### config.mk
export PLATFORM = sky130hd
export DESIGN_NAME = ocd_debug_ctrl
export DESIGN_NICKNAME = d
export VERILOG_FILES = /design/src/verilog/ocd_pkg.sv /design/src/verilog/ocd_debug_ctrl.sv
export SDC_FILE = /design/constraint.sdc
export NUM_CORES = 1
export LEC_CHECK = 0
export BUFFER_PORTS_ARGS = -buffer_cell sky130_fd_sc_hd__buf_2
export CAP_MARGIN = 5
export CORE_ASPECT_RATIO = 1.4
export CORE_MARGIN = 10
export CORE_UTILIZATION = 38
export CTS_CLUSTER_SIZE = 12
export DETAILED_ROUTE_END_ITERATION = 10
export PLACE_DENSITY = 0.89
export SLEW_MARGIN = 15
export SYNTH_ARGS = -nofsm -noshare
export SYNTH_HDL_FRONTEND = slang
export SYNTH_SLANG_ARGS = --single-unit
### constraint.sdc
create_clock -name clk_sys -period 5.5 [get_ports clk_sys]
set_clock_uncertainty 0.1 [all_clocks]
set_input_delay 1.1 -clock clk_sys [delete_from_list [all_inputs] [get_ports clk_sys]]
set_output_delay 1.1 -clock clk_sys [all_outputs]
set_load 0.05 [all_outputs]
### src/verilog/ocd_pkg.sv
/*
 * Constants for the on-chip debug control block: debug port select
 * encodings, option word field positions, register offsets and layouts.
 * Assumes nothing of its surroundings.
 */
package ocd_pkg;
    localparam int          ADDR_W         = 4;
    localparam int          DATA_W         = 32;
    // Option word zero and wake-up mask word field positions
    localparam int          OPT_SEL_HI_BIT = 30;
    localparam int          OPT_SEL_LO_BIT = 29;
    localparam int          WUF_DBG_BIT    = 31;
    // Register offsets (byte addresses)
    localparam logic [3:0]  REG_CTRL       = 4'h0;
    localparam logic [3:0]  REG_STAT       = 4'h4;
    localparam logic [3:0]  REG_IRQ_ST     = 4'h8;
    localparam logic [3:0]  REG_IRQ_MSK    = 4'hC;
    // Control bits
    localparam int          CTL_RT_PRIO    = 0;
    localparam int          CTL_FULL_STOP  = 1;
    localparam int          CTL_DELAY_STOP = 2;
    localparam int          CTL_POINT_MODE = 3;
    localparam int          CTL_FORCE_STOP = 4;
    localparam int          CTL_W          = 5;
    // Event bits and delay stop counter start value
    localparam int          EV_BREAK       = 0;
    localparam int          EV_TRACE_LOST  = 1;
    localparam int          EV_WAKE        = 2;
    localparam int          EV_W           = 3;
    localparam logic [7:0]  DELAY_RST      = 8'h10;

    typedef enum logic [1:0] {
        OCD_PORT_LINK4 = 2'b01,
        OCD_PORT_LINK1 = 2'b10,
        OCD_PORT_SCAN  = 2'b11,
        OCD_PORT_NONE  = 2'b00
    } ocd_port_t;

    typedef enum logic [1:0] {
        OCD_PWR_RUN     = 2'b00,
        OCD_PWR_STOP    = 2'b01,
        OCD_PWR_DEEP    = 2'b10,
        OCD_PWR_PERIOD  = 2'b11
    } ocd_pwr_t;
endpackage : ocd_pkg

### src/verilog/ocd_debug_ctrl.sv
/*
 * On-chip debug control: debug port selection from the option word,
 * pin dedication, break timing, trace gating and loss flag, standby
 * wake-up, register port and interrupt.
 * Assumes option word is stable at reset release and the CPU reports
 * break hits, instruction completion and trace requests as pulses.
 */
// Local design decisions: the register offsets and the address-and-strobe port.
`timescale 1ns/10ps
module ocd_debug_ctrl
(
    input  wire logic                      clk_sys,
    input  wire logic                      nrst,
    // Nonvolatile option word and wake-up mask word
    input  wire logic [31:0]               option_word_zero,
    input  wire logic [31:0]               wakeup_factor_mask_word0,
    // Debug session present and pin mux request from application
    input  wire logic                      on_chip_debug,
    input  wire logic [3:0]                app_pin_out,
    input  wire logic [3:0]                app_pin_oe,
    input  wire logic [3:0]                dbg_pin_out,
    input  wire logic [3:0]                dbg_pin_oe,
    output logic [3:0]                     pin_out,
    output logic [3:0]                     pin_oe,
    output logic                           scan_port_en,
    output logic                           low_pin_debug_link_1,
    output logic                           low_pin_debug_link_4,
    // Break inputs from the comparators
    input  wire logic                      brk_data_hit,
    input  wire logic                      brk_exec_hit,
    input  wire logic                      insn_done,
    output logic                           break_req,
    // Trace path
    input  wire logic                      trc_fetch_start,
    input  wire logic                      trc_prev_valid,
    input  wire logic                      trc_addr_match,
    input  wire logic                      trc_data_match,
    input  wire logic                      trc_other_match,
    input  wire logic                      trc_msg,
    input  wire logic                      trc_fifo_busy,
    input  wire logic                      trc_mem_full,
    input  wire logic                      trc_event,
    input  wire logic                      dbg_mem_access,
    output logic                           trc_write,
    output logic                           trc_write_prev,
    output logic                           trc_stop,
    // Power state
    input  wire ocd_pkg::ocd_pwr_t         pwr_state,
    output logic                           wake_req,
    output logic                           iso_keep_power,
    // Register port
    input  wire logic [ocd_pkg::ADDR_W-1:0] reg_addr,
    input  wire logic [ocd_pkg::DATA_W-1:0] reg_wdata,
    input  wire logic                      reg_wr,
    input  wire logic                      reg_rd,
    output logic [ocd_pkg::DATA_W-1:0]     reg_rdata,
    output logic                           irq
);
    import ocd_pkg::*;
    ////////////////////////////////////////////////////////////////////
    ocd_port_t              port_q;
    logic                   sampled_q;
    logic [CTL_W-1:0]       ctrl_q;
    logic [EV_W-1:0]        ev_st_q;
    logic [EV_W-1:0]        ev_msk_q;
    logic                   data_brk_pend_q;
    logic [7:0]             delay_cnt_q;
    logic                   delay_arm_q;
    logic                   trc_stop_q;
    logic [DATA_W-1:0]      rdata_q;
    logic                   lost_ev;
    logic                   brk_ev;
    logic                   wake_ev;
    logic                   debug_on;
    logic                   full_stop_en;
    logic                   delay_stop_en;
    logic                   trc_hit;

    ////////////////////////////////////////////////////////////////////
    // Port select caught once after release; option word is
    // nonvolatile so its value after an aborted session is kept
    always_ff @(posedge clk_sys or negedge nrst) begin
        if (!nrst) begin
            port_q    <= OCD_PORT_NONE;
            sampled_q <= 1'b0;
        end else if (!sampled_q) begin
            port_q    <= ocd_port_t'({option_word_zero[OPT_SEL_HI_BIT],
                                      option_word_zero[OPT_SEL_LO_BIT]});
            sampled_q <= 1'b1;
        end
    end

    assign scan_port_en         = port_q == OCD_PORT_SCAN;
    assign low_pin_debug_link_1 = port_q == OCD_PORT_LINK1;
    assign low_pin_debug_link_4 = port_q == OCD_PORT_LINK4;
    assign debug_on = on_chip_debug && port_q != OCD_PORT_NONE;

    // Application loses its pin functions while debugging
    assign pin_out = debug_on ? dbg_pin_out : app_pin_out;
    assign pin_oe  = debug_on ? dbg_pin_oe  : app_pin_oe;

    ////////////////////////////////////////////////////////////////////
    // Execution breaks fire at once; data breaks wait for completion
    always_ff @(posedge clk_sys or negedge nrst) begin
        if (!nrst) begin
            data_brk_pend_q <= 1'b0;
        end else if (insn_done) begin
            data_brk_pend_q <= 1'b0;
        end else if (brk_data_hit) begin
            data_brk_pend_q <= 1'b1;
        end
    end

    assign break_req = debug_on && (brk_exec_hit ||
                       (insn_done && (data_brk_pend_q || brk_data_hit)));
    assign brk_ev = break_req;

    ////////////////////////////////////////////////////////////////////
    // Point mode drops the data-value condition entirely
    assign trc_hit = ctrl_q[CTL_POINT_MODE] ?
                     (trc_addr_match && trc_other_match) :
                     (trc_addr_match && trc_data_match && trc_other_match);
    // Message dropped when the trace path is busy; cannot be replayed
    assign trc_write = debug_on && trc_hit && !trc_fifo_busy;
    assign lost_ev   = debug_on && trc_hit && trc_fifo_busy;
    // Prior instruction may ride along with a section start
    assign trc_write_prev = trc_write && trc_fetch_start
                            && trc_prev_valid;

    assign full_stop_en  = ctrl_q[CTL_RT_PRIO]
                           && ctrl_q[CTL_FULL_STOP];
    assign delay_stop_en = ctrl_q[CTL_RT_PRIO]
                           && ctrl_q[CTL_DELAY_STOP];

    always_ff @(posedge clk_sys or negedge nrst) begin
        if (!nrst) begin
            delay_arm_q <= 1'b0;
            delay_cnt_q <= DELAY_RST;
        end else if (!delay_stop_en) begin
            delay_arm_q <= 1'b0;
            delay_cnt_q <= DELAY_RST;
        end else if (trc_event && !delay_arm_q) begin
            delay_arm_q <= 1'b1;
            delay_cnt_q <= DELAY_RST;
        end else if (delay_arm_q && trc_msg && delay_cnt_q != 8'h00) begin
            delay_cnt_q <= delay_cnt_q - 8'h01;
        end
    end

    always_ff @(posedge clk_sys or negedge nrst) begin
        if (!nrst) begin
            trc_stop_q <= 1'b0;
        end else if (ctrl_q[CTL_FORCE_STOP]
                     || (full_stop_en && trc_mem_full)
                     || (delay_arm_q && delay_cnt_q == 8'h00)) begin
            trc_stop_q <= 1'b1;
        end else if (trc_event) begin
            trc_stop_q <= 1'b0;
        end
    end
    assign trc_stop = trc_stop_q;

    ////////////////////////////////////////////////////////////////////
    // Breaks, debug memory accesses, trace events and forced or enabled stops pull the part out of standby
    assign wake_ev = debug_on && pwr_state != OCD_PWR_RUN &&
                     (break_req || dbg_mem_access || ctrl_q[CTL_FORCE_STOP]
                      || trc_event || full_stop_en || delay_stop_en);
    assign wake_req = wake_ev;
    // Isolated domain left powered so RAM contents survive
    assign iso_keep_power = debug_on && pwr_state == OCD_PWR_DEEP;

    ////////////////////////////////////////////////////////////////////
    // Registers
    always_ff @(posedge clk_sys or negedge nrst) begin
        if (!nrst) begin
            ctrl_q <= '0;
        end else if (reg_wr && reg_addr == REG_CTRL) begin
            ctrl_q <= reg_wdata[CTL_W-1:0];
        end
    end

    always_ff @(posedge clk_sys or negedge nrst) begin
        if (!nrst) begin
            ev_msk_q <= '0;
        end else if (reg_wr && reg_addr == REG_IRQ_MSK) begin
            ev_msk_q <= reg_wdata[EV_W-1:0];
        end
    end

    // Set wins over write-one-to-clear
    always_ff @(posedge clk_sys or negedge nrst) begin
        if (!nrst) begin
            ev_st_q <= '0;
        end else begin
            ev_st_q <= (ev_st_q & ~((reg_wr && reg_addr == REG_IRQ_ST) ?
                        reg_wdata[EV_W-1:0] : {EV_W{1'b0}}))
                       | {wake_ev, lost_ev, brk_ev};
        end
    end

    // A set mask bit blocks its event from the line
    assign irq = |(ev_st_q & ~ev_msk_q);

    always_ff @(posedge clk_sys or negedge nrst) begin
        if (!nrst) begin
            rdata_q <= '0;
        end else if (reg_rd) begin
            unique case (reg_addr)
                REG_CTRL:    rdata_q <= DATA_W'(ctrl_q);
                REG_STAT:    rdata_q <= DATA_W'({
                                 wakeup_factor_mask_word0[WUF_DBG_BIT],
                                 trc_stop_q, debug_on, 
                                 logic'(port_q[1]), logic'(port_q[0])});
                REG_IRQ_ST:  rdata_q <= DATA_W'(ev_st_q);
                REG_IRQ_MSK: rdata_q <= DATA_W'(ev_msk_q);
                default:     rdata_q <= '0;
            endcase
        end else begin
            rdata_q <= '0;
        end
    end
    assign reg_rdata = rdata_q;

    ////////////////////////////////////////////////////////////////////
    property p_port_held;
        @(posedge clk_sys) disable iff (!nrst)
        sampled_q |=> $stable(port_q);
    endproperty
    a_port_held: assert property (p_port_held)
        else $error("port select changed after sampling");

    property p_exec_break;
        @(posedge clk_sys) disable iff (!nrst)
        (debug_on && brk_exec_hit) |-> break_req;
    endproperty
    a_exec_break: assert property (p_exec_break)
        else $error("execution break not immediate");

    property p_data_break_wait;
        @(posedge clk_sys) disable iff (!nrst)
        (brk_data_hit && !insn_done && !brk_exec_hit) |-> !break_req;
    endproperty
    a_data_break_wait: assert property (p_data_break_wait)
        else $error("data break fired before completion");

    property p_pins_dedicated;
        @(posedge clk_sys) disable iff (!nrst)
        debug_on |-> (pin_oe == dbg_pin_oe && pin_out == dbg_pin_out);
    endproperty
    a_pins_dedicated: assert property (p_pins_dedicated)
        else $error("debug pins not dedicated");

    property p_one_port;
        @(posedge clk_sys) disable iff (!nrst)
        $onehot0({scan_port_en, low_pin_debug_link_1,
                  low_pin_debug_link_4});
    endproperty
    a_one_port: assert property (p_one_port)
        else $error("more than one debug port enabled");

    property p_lost_flag;
        @(posedge clk_sys) disable iff (!nrst)
        lost_ev |=> ev_st_q[EV_TRACE_LOST];
    endproperty
    a_lost_flag: assert property (p_lost_flag)
        else $error("trace loss not flagged");

    property p_nrt_no_full_stop;
        @(posedge clk_sys) disable iff (!nrst)
        (!ctrl_q[CTL_RT_PRIO] && !ctrl_q[CTL_FORCE_STOP] && !trc_stop_q
         && !delay_arm_q) |=> !trc_stop_q;
    endproperty
    a_nrt_no_full_stop: assert property (p_nrt_no_full_stop)
        else $error("stop function active without realtime priority");

    property p_point_ignores_data;
        @(posedge clk_sys) disable iff (!nrst)
        (debug_on && ctrl_q[CTL_POINT_MODE] && trc_addr_match
         && trc_other_match && !trc_fifo_busy) |-> trc_write;
    endproperty
    a_point_ignores_data: assert property (p_point_ignores_data)
        else $error("point trace applied data condition");

    property p_wake_on_break;
        @(posedge clk_sys) disable iff (!nrst)
        (break_req && pwr_state != OCD_PWR_RUN) |-> wake_req;
    endproperty
    a_wake_on_break: assert property (p_wake_on_break)
        else $error("break did not wake from standby");

    property p_deep_powered;
        @(posedge clk_sys) disable iff (!nrst)
        (debug_on && pwr_state == OCD_PWR_DEEP) |-> iso_keep_power;
    endproperty
    a_deep_powered: assert property (p_deep_powered)
        else $error("isolated domain not kept powered");

    property p_sel_sampled;
        @(posedge clk_sys) disable iff (!nrst)
        $rose(sampled_q) |->
            (port_q == $past({option_word_zero[OPT_SEL_HI_BIT],
                              option_word_zero[OPT_SEL_LO_BIT]}));
    endproperty
    a_sel_sampled: assert property (p_sel_sampled)
        else $error("port select not taken from option word");

    property p_wake_on_access;
        @(posedge clk_sys) disable iff (!nrst)
        (debug_on && dbg_mem_access && pwr_state != OCD_PWR_RUN) |-> wake_req;
    endproperty
    a_wake_on_access: assert property (p_wake_on_access)
        else $error("memory access did not wake from standby");

    property p_busy_no_write;
        @(posedge clk_sys) disable iff (!nrst)
        trc_fifo_busy |-> !trc_write;
    endproperty
    a_busy_no_write: assert property (p_busy_no_write)
        else $error("trace written while path busy");

    property p_delay_stop;
        @(posedge clk_sys) disable iff (!nrst)
        (delay_stop_en && delay_arm_q && delay_cnt_q == 8'h00) |=> trc_stop_q;
    endproperty
    a_delay_stop: assert property (p_delay_stop)
        else $error("delay stop did not stop trace");

    property p_prev_with_start;
        @(posedge clk_sys) disable iff (!nrst)
        (trc_write && trc_fetch_start && trc_prev_valid) |-> trc_write_prev;
    endproperty
    a_prev_with_start: assert property (p_prev_with_start)
        else $error("preceding instruction not traced at start");
endmodule : ocd_debug_ctrl

Yosys cells after proc, flatten, opt, wreduce, memory -nomap -nowiden
Index checks and enable logic that the tools add are counted.
- register bits after elaboration: 57
- output and inout bits: 50
- input bits: 136
- eq/ne operators: 9
- add/subtract/negate cells: 1
- mux-type cells: 15
- reductions and logical operators: 43
- bitwise logic cells: 5
- operators by type and width (operator ; count):
    $mux 32 ; 1
    $logic_and 1x1->1 ; 24
    $mux 8 ; 3
    $pmux 5 s4 ; 1
    $logic_or 1x1->1 ; 9
    $eq 4x4->1 const B ; 2
    $logic_not 8->1 ; 1
    $mux 4 ; 2
    $reduce_bool 2->1 ; 4
    $reduce_bool 8->1 ; 1
    $sub 8x1->8 const B ; 1
    $mux 1 ; 7
    $and 3x3->3 ; 2
    $eq 2x2->1 const B ; 3
    $not 3->3 ; 2
    $eq 4x3->1 const B ; 1
    $logic_not 4->1 ; 1
    $mux 3 ; 1
    $ne 3x1->1 const B ; 1
    $or 3x3->3 ; 1
    $reduce_or 3->1 ; 1
    $eq 2x1->1 const B ; 1
    $logic_not 1->1 ; 2
    $ne 2x1->1 const B ; 1

Longest topological paths before layout
- word-level depth: 11
- mapped depth: 6
- depth with buffers taken out: 6

Least setup slack after synthesis
No wires, ideal clock.
- path kind: input port to output port
- start point: in on_chip_debug
- end point: out trc_write_prev
- slack: 1341 ps
- arrival time: 2959 ps
- stages: 3
- data required time: 4300 ps
- path through: o21ai_1 > nor3_1 > and3_1
- cells in the longest elaborated chain, start to end: 5
- RTL lines (element ; line ; text):
    from (decl) ; ocd_debug_ctrl.sv:18 ; input wire logic on_chip_debug,
    $logic_and 1x1->1 ; ocd_debug_ctrl.sv:96 ; assign debug_on = on_chip_debug && port_q != OCD_PORT_NONE;
    $logic_and 1x1->1 (2 in series) ; ocd_debug_ctrl.sv:124 ; assign trc_write = debug_on && trc_hit && !trc_fifo_busy;
    named net trc_write ; ocd_debug_ctrl.sv:44 ; output logic trc_write,
    $logic_and 1x1->1 ; ocd_debug_ctrl.sv:127 ; assign trc_write_prev = trc_write && trc_fetch_start
    $logic_and 1x1->1 ; ocd_debug_ctrl.sv:128 ; && trc_prev_valid;
    to (decl) ; ocd_debug_ctrl.sv:45 ; output logic trc_write_prev,
The timed path passes the listed nets, and every way through them passes these cells.

Worst setup path in the final report
- start point: in on_chip_debug
- end point: out pin_oe[2]
- cells in the longest elaborated chain, start to end: 2
- RTL lines (element ; line ; text):
    $logic_and 1x1->1 ; ocd_debug_ctrl.sv:96 ;
    $mux 4 ; ocd_debug_ctrl.sv:100 ; assign pin_oe = debug_on ? dbg_pin_oe : app_pin_oe;
    to (decl) ; ocd_debug_ctrl.sv:24 ; output logic [3:0] pin_oe,
Every way passes these cells.

==> run summary <==
Die area: 7910 um^2
Core area: 4570 um^2
Ys async rst share: 100%
Leak: 1.11 nW
Area grow syn2layout: 23.9%
Max Fclk: 279 MHz
Crit-path max FO: 9
Post-Synth XOR/XNOR Area: 1.46%
Total setup buffers inserted after CTS: 0
Post-DR vias/cell: 4.66
HP Class: reg2reg
Crit Path Class: in2out
Synth cell count leaders: 29 x dfrtp_1, 27 x buf_4, 18 x mux2_2
Post-synthesis adder-cell area fraction: 1.39%
Register Area: 752 um^2
Fin crit period: 3.58 ns
Flops & latches, synth: 30
WL final: 4.55 mm
Non-Filler Instances: 308
Worst-Skew Late Latency: 0.28 ns
Critical path's most frequent cell: buf_2
Critical-path top delay cell: o21ai_1
Startpoint Class: input pin
Average wire per standard cell: 14.8 um
EDFF count, synth: 0
Hold buffer count at CTS: 0
Post-Synth Simple-Gate Area: 16.3%
Setup_tns: 0 ns
Initial drt markers: 84
Worst endpoint required time: 4.30 ns
Synthesized area per cell: 10.5 um^2
Max-cap violations: 0
Top post-synthesis cells by area: dfrtp_1 40%, buf_4 11%, mux2_2 11%
Hold path start: ev_st_q[0]$_DFF_PN0_
Cells after Synth: 171
Total GRT Usage: 11.6%
Worst path cell trace: buf_2 > o21ai_1 > buf_4 > mux2_2 > buf_2
Total gr overflow: 0
Largest net degree at the start of global routing: 31
Chip Height: 101 um
Starting Density: 39.3%
Root buffer cell: clkbuf_8
Yosys warns: 0
IO Port Bufs: 70
Final Total Pwr: 0.000670 W
Period Utilization, post-route: 65.1%
Clock-pin slew on the worst setup and hold paths: 0.06 ns
Final Max Slew Viols: 0
Sequential area share after synthesis: 41.9%
Post-synthesis compound-gate area fraction: 8.36%
CTS tree: done
GP Congestion: 0.794
Hold slack: 0.407 ns
Clock Sink Count: 30
Post-CTS resize count: 0
1st-pass router iterations: 4
Peak VDD IR: 0.152 mV
Layout cells sized above 1: 43.1%
Dpl cells: 300
First-pass GRT wire length: 7.36 mm
Multi-input gate area: 901 um^2
Post-synth top area cell: dfrtp_1
RSZ-0062 raised after global routing: false
Top cell type's share of synthesized area: 40.4%
Reg2reg start: port_q[1]$_DFFE_PN0N_
Largest family of logic cells by synthesized area: multiplexers
# fillers: 438
Status: complete, no violations
Rows: 29
Drc violations: 0
Distinct cells, synth: 44
Arr. time, crit path: 2.38 ns
Slowest stage delay, CP: 0.36 ns
Critical Path End Type: output pin
Post-synthesis mux area share: 16.8%
Die X: 78.1 um
Dpl hpwl: 3.82 mm
Layout Nets: 383
Most frequent cell after synthesis: dfrtp_1
Worst setup startpoint: on_chip_debug
CTS H-tree depth: 2
PD cells: 301 nW/um^2
Antenna Nets Post-Route: 0
Prevailing post-synth register cell: dfrtp_1
Clock Tree Buf Depth: 2
I/O pins: 186
Worst-Margin Slew: 0.685 ns
Final setup fails: 0
Vias: 1,434
Fin. Hold Viols: 0
Number of global-route vias before repair: 1,605
Total CTS buffers: 5
Antenna diode count: 0
Max_slew headroom: 54.0%
Initial antenna violation count: 0
Cell Area, Synth: 1800 um^2
worst paths after layout:
kind	end	slack [ns]	depth (start not counted)
setup reg to reg	reg_rdata[2]$_DFF_PN0_	3.42	5
hold / removal	ev_st_q[0]$_DFF_PN0_	0.41	1
setup / recovery	pin_oe[2]	1.92	5
max in group asynchronous	port_q[0]$_DFFE_PN0N_	4.12	1
min in group asynchronous	delay_cnt_q[5]$_DFFE_PN0P_	0.75	1
hold reg to reg	ev_st_q[0]$_DFF_PN0_	0.41	1
kinds of logic (layout without fill, tap and decap cells):
logic type / count (synthesis) / count (layout)
simple gates: 52 / 52
buf+inv: 37 / 86
flops: 30 / 30
mux: 24 / 24
compound gates: 21 / 21
xor+xnor: 3 / 3
fa+ha+maj: 2 / 2
other cells: 2 / 28
worst max-delay path: cells and delay by family:
family / cells / cell delay (ns)
compound gates: 1 / 0.36
buf+inv: 3 / 0.57
mux: 1 / 0.34
through the flow:
step           util [%]  worst slack (ns)  area, um^2
2_1_floorplan         -              1.34        1890
3_3_place_gp       46.3              1.93        2110
3_5_place_dp       46.3              1.90        2110
4_1_cts            48.7              1.90        2220
5_1_grt            48.7              1.86        2220
6_report           48.7              1.92        2220
cell type report:
class,count,area share (%)
well taps,62,3.49
repair buffers,71,16.1
clock buffers,8,4.95
inverters,7,1.18
multi-input cells,130,40.5
flip-flops and latches,30,33.8
power breakdown:
part	internal, W	switching [W]
clock	0.000126	0.0000779
sequential	0.000245	0.0000218
combinational	0.0000626	0.000137
registers in the layout, indices dropped and copies added, names as in the netlist:
| register | count |
|---|---|
| ev_st_q | 3 |
| ctrl_q | 5 |
| delay_cnt_q | 8 |
| ev_msk_q | 3 |
| port_q | 2 |
| trc_stop | 1 |
| reg_rdata | 5 |
| delay_arm_q | 1 |
| sampled_q | 1 |
| data_brk_pend_q | 1 |
placed cells by master, fill, tap and decap left out, types with 3 or more instances in the layout:
| cell | instances |
|---|---|
| a21oi_1 | 4 |
| and3_1 | 3 |
| buf_2 | 70 |
| clkbuf_8 | 8 |
| conb_1 | 28 |
| dfrtp_1 | 29 |
| inv_1 | 7 |
| mux2_2 | 18 |
| mux4_2 | 3 |
| nand2_1 | 5 |
| nand3_1 | 3 |
| nor2_1 | 12 |
| nor2b_1 | 4 |
| nor3_1 | 6 |
| nor3b_1 | 3 |
| o21ai_0 | 4 |
routing by layer:
layer | wire length [um] | GRT usage [%]
met5 | 0 | 0
met4 | 84 | 5.81
met3 | 522 | 6.21
met2 | 2030 | 17.6
met1 | 1920 | 13.0
No activity file was read; power rests on OpenSTA's default activity.
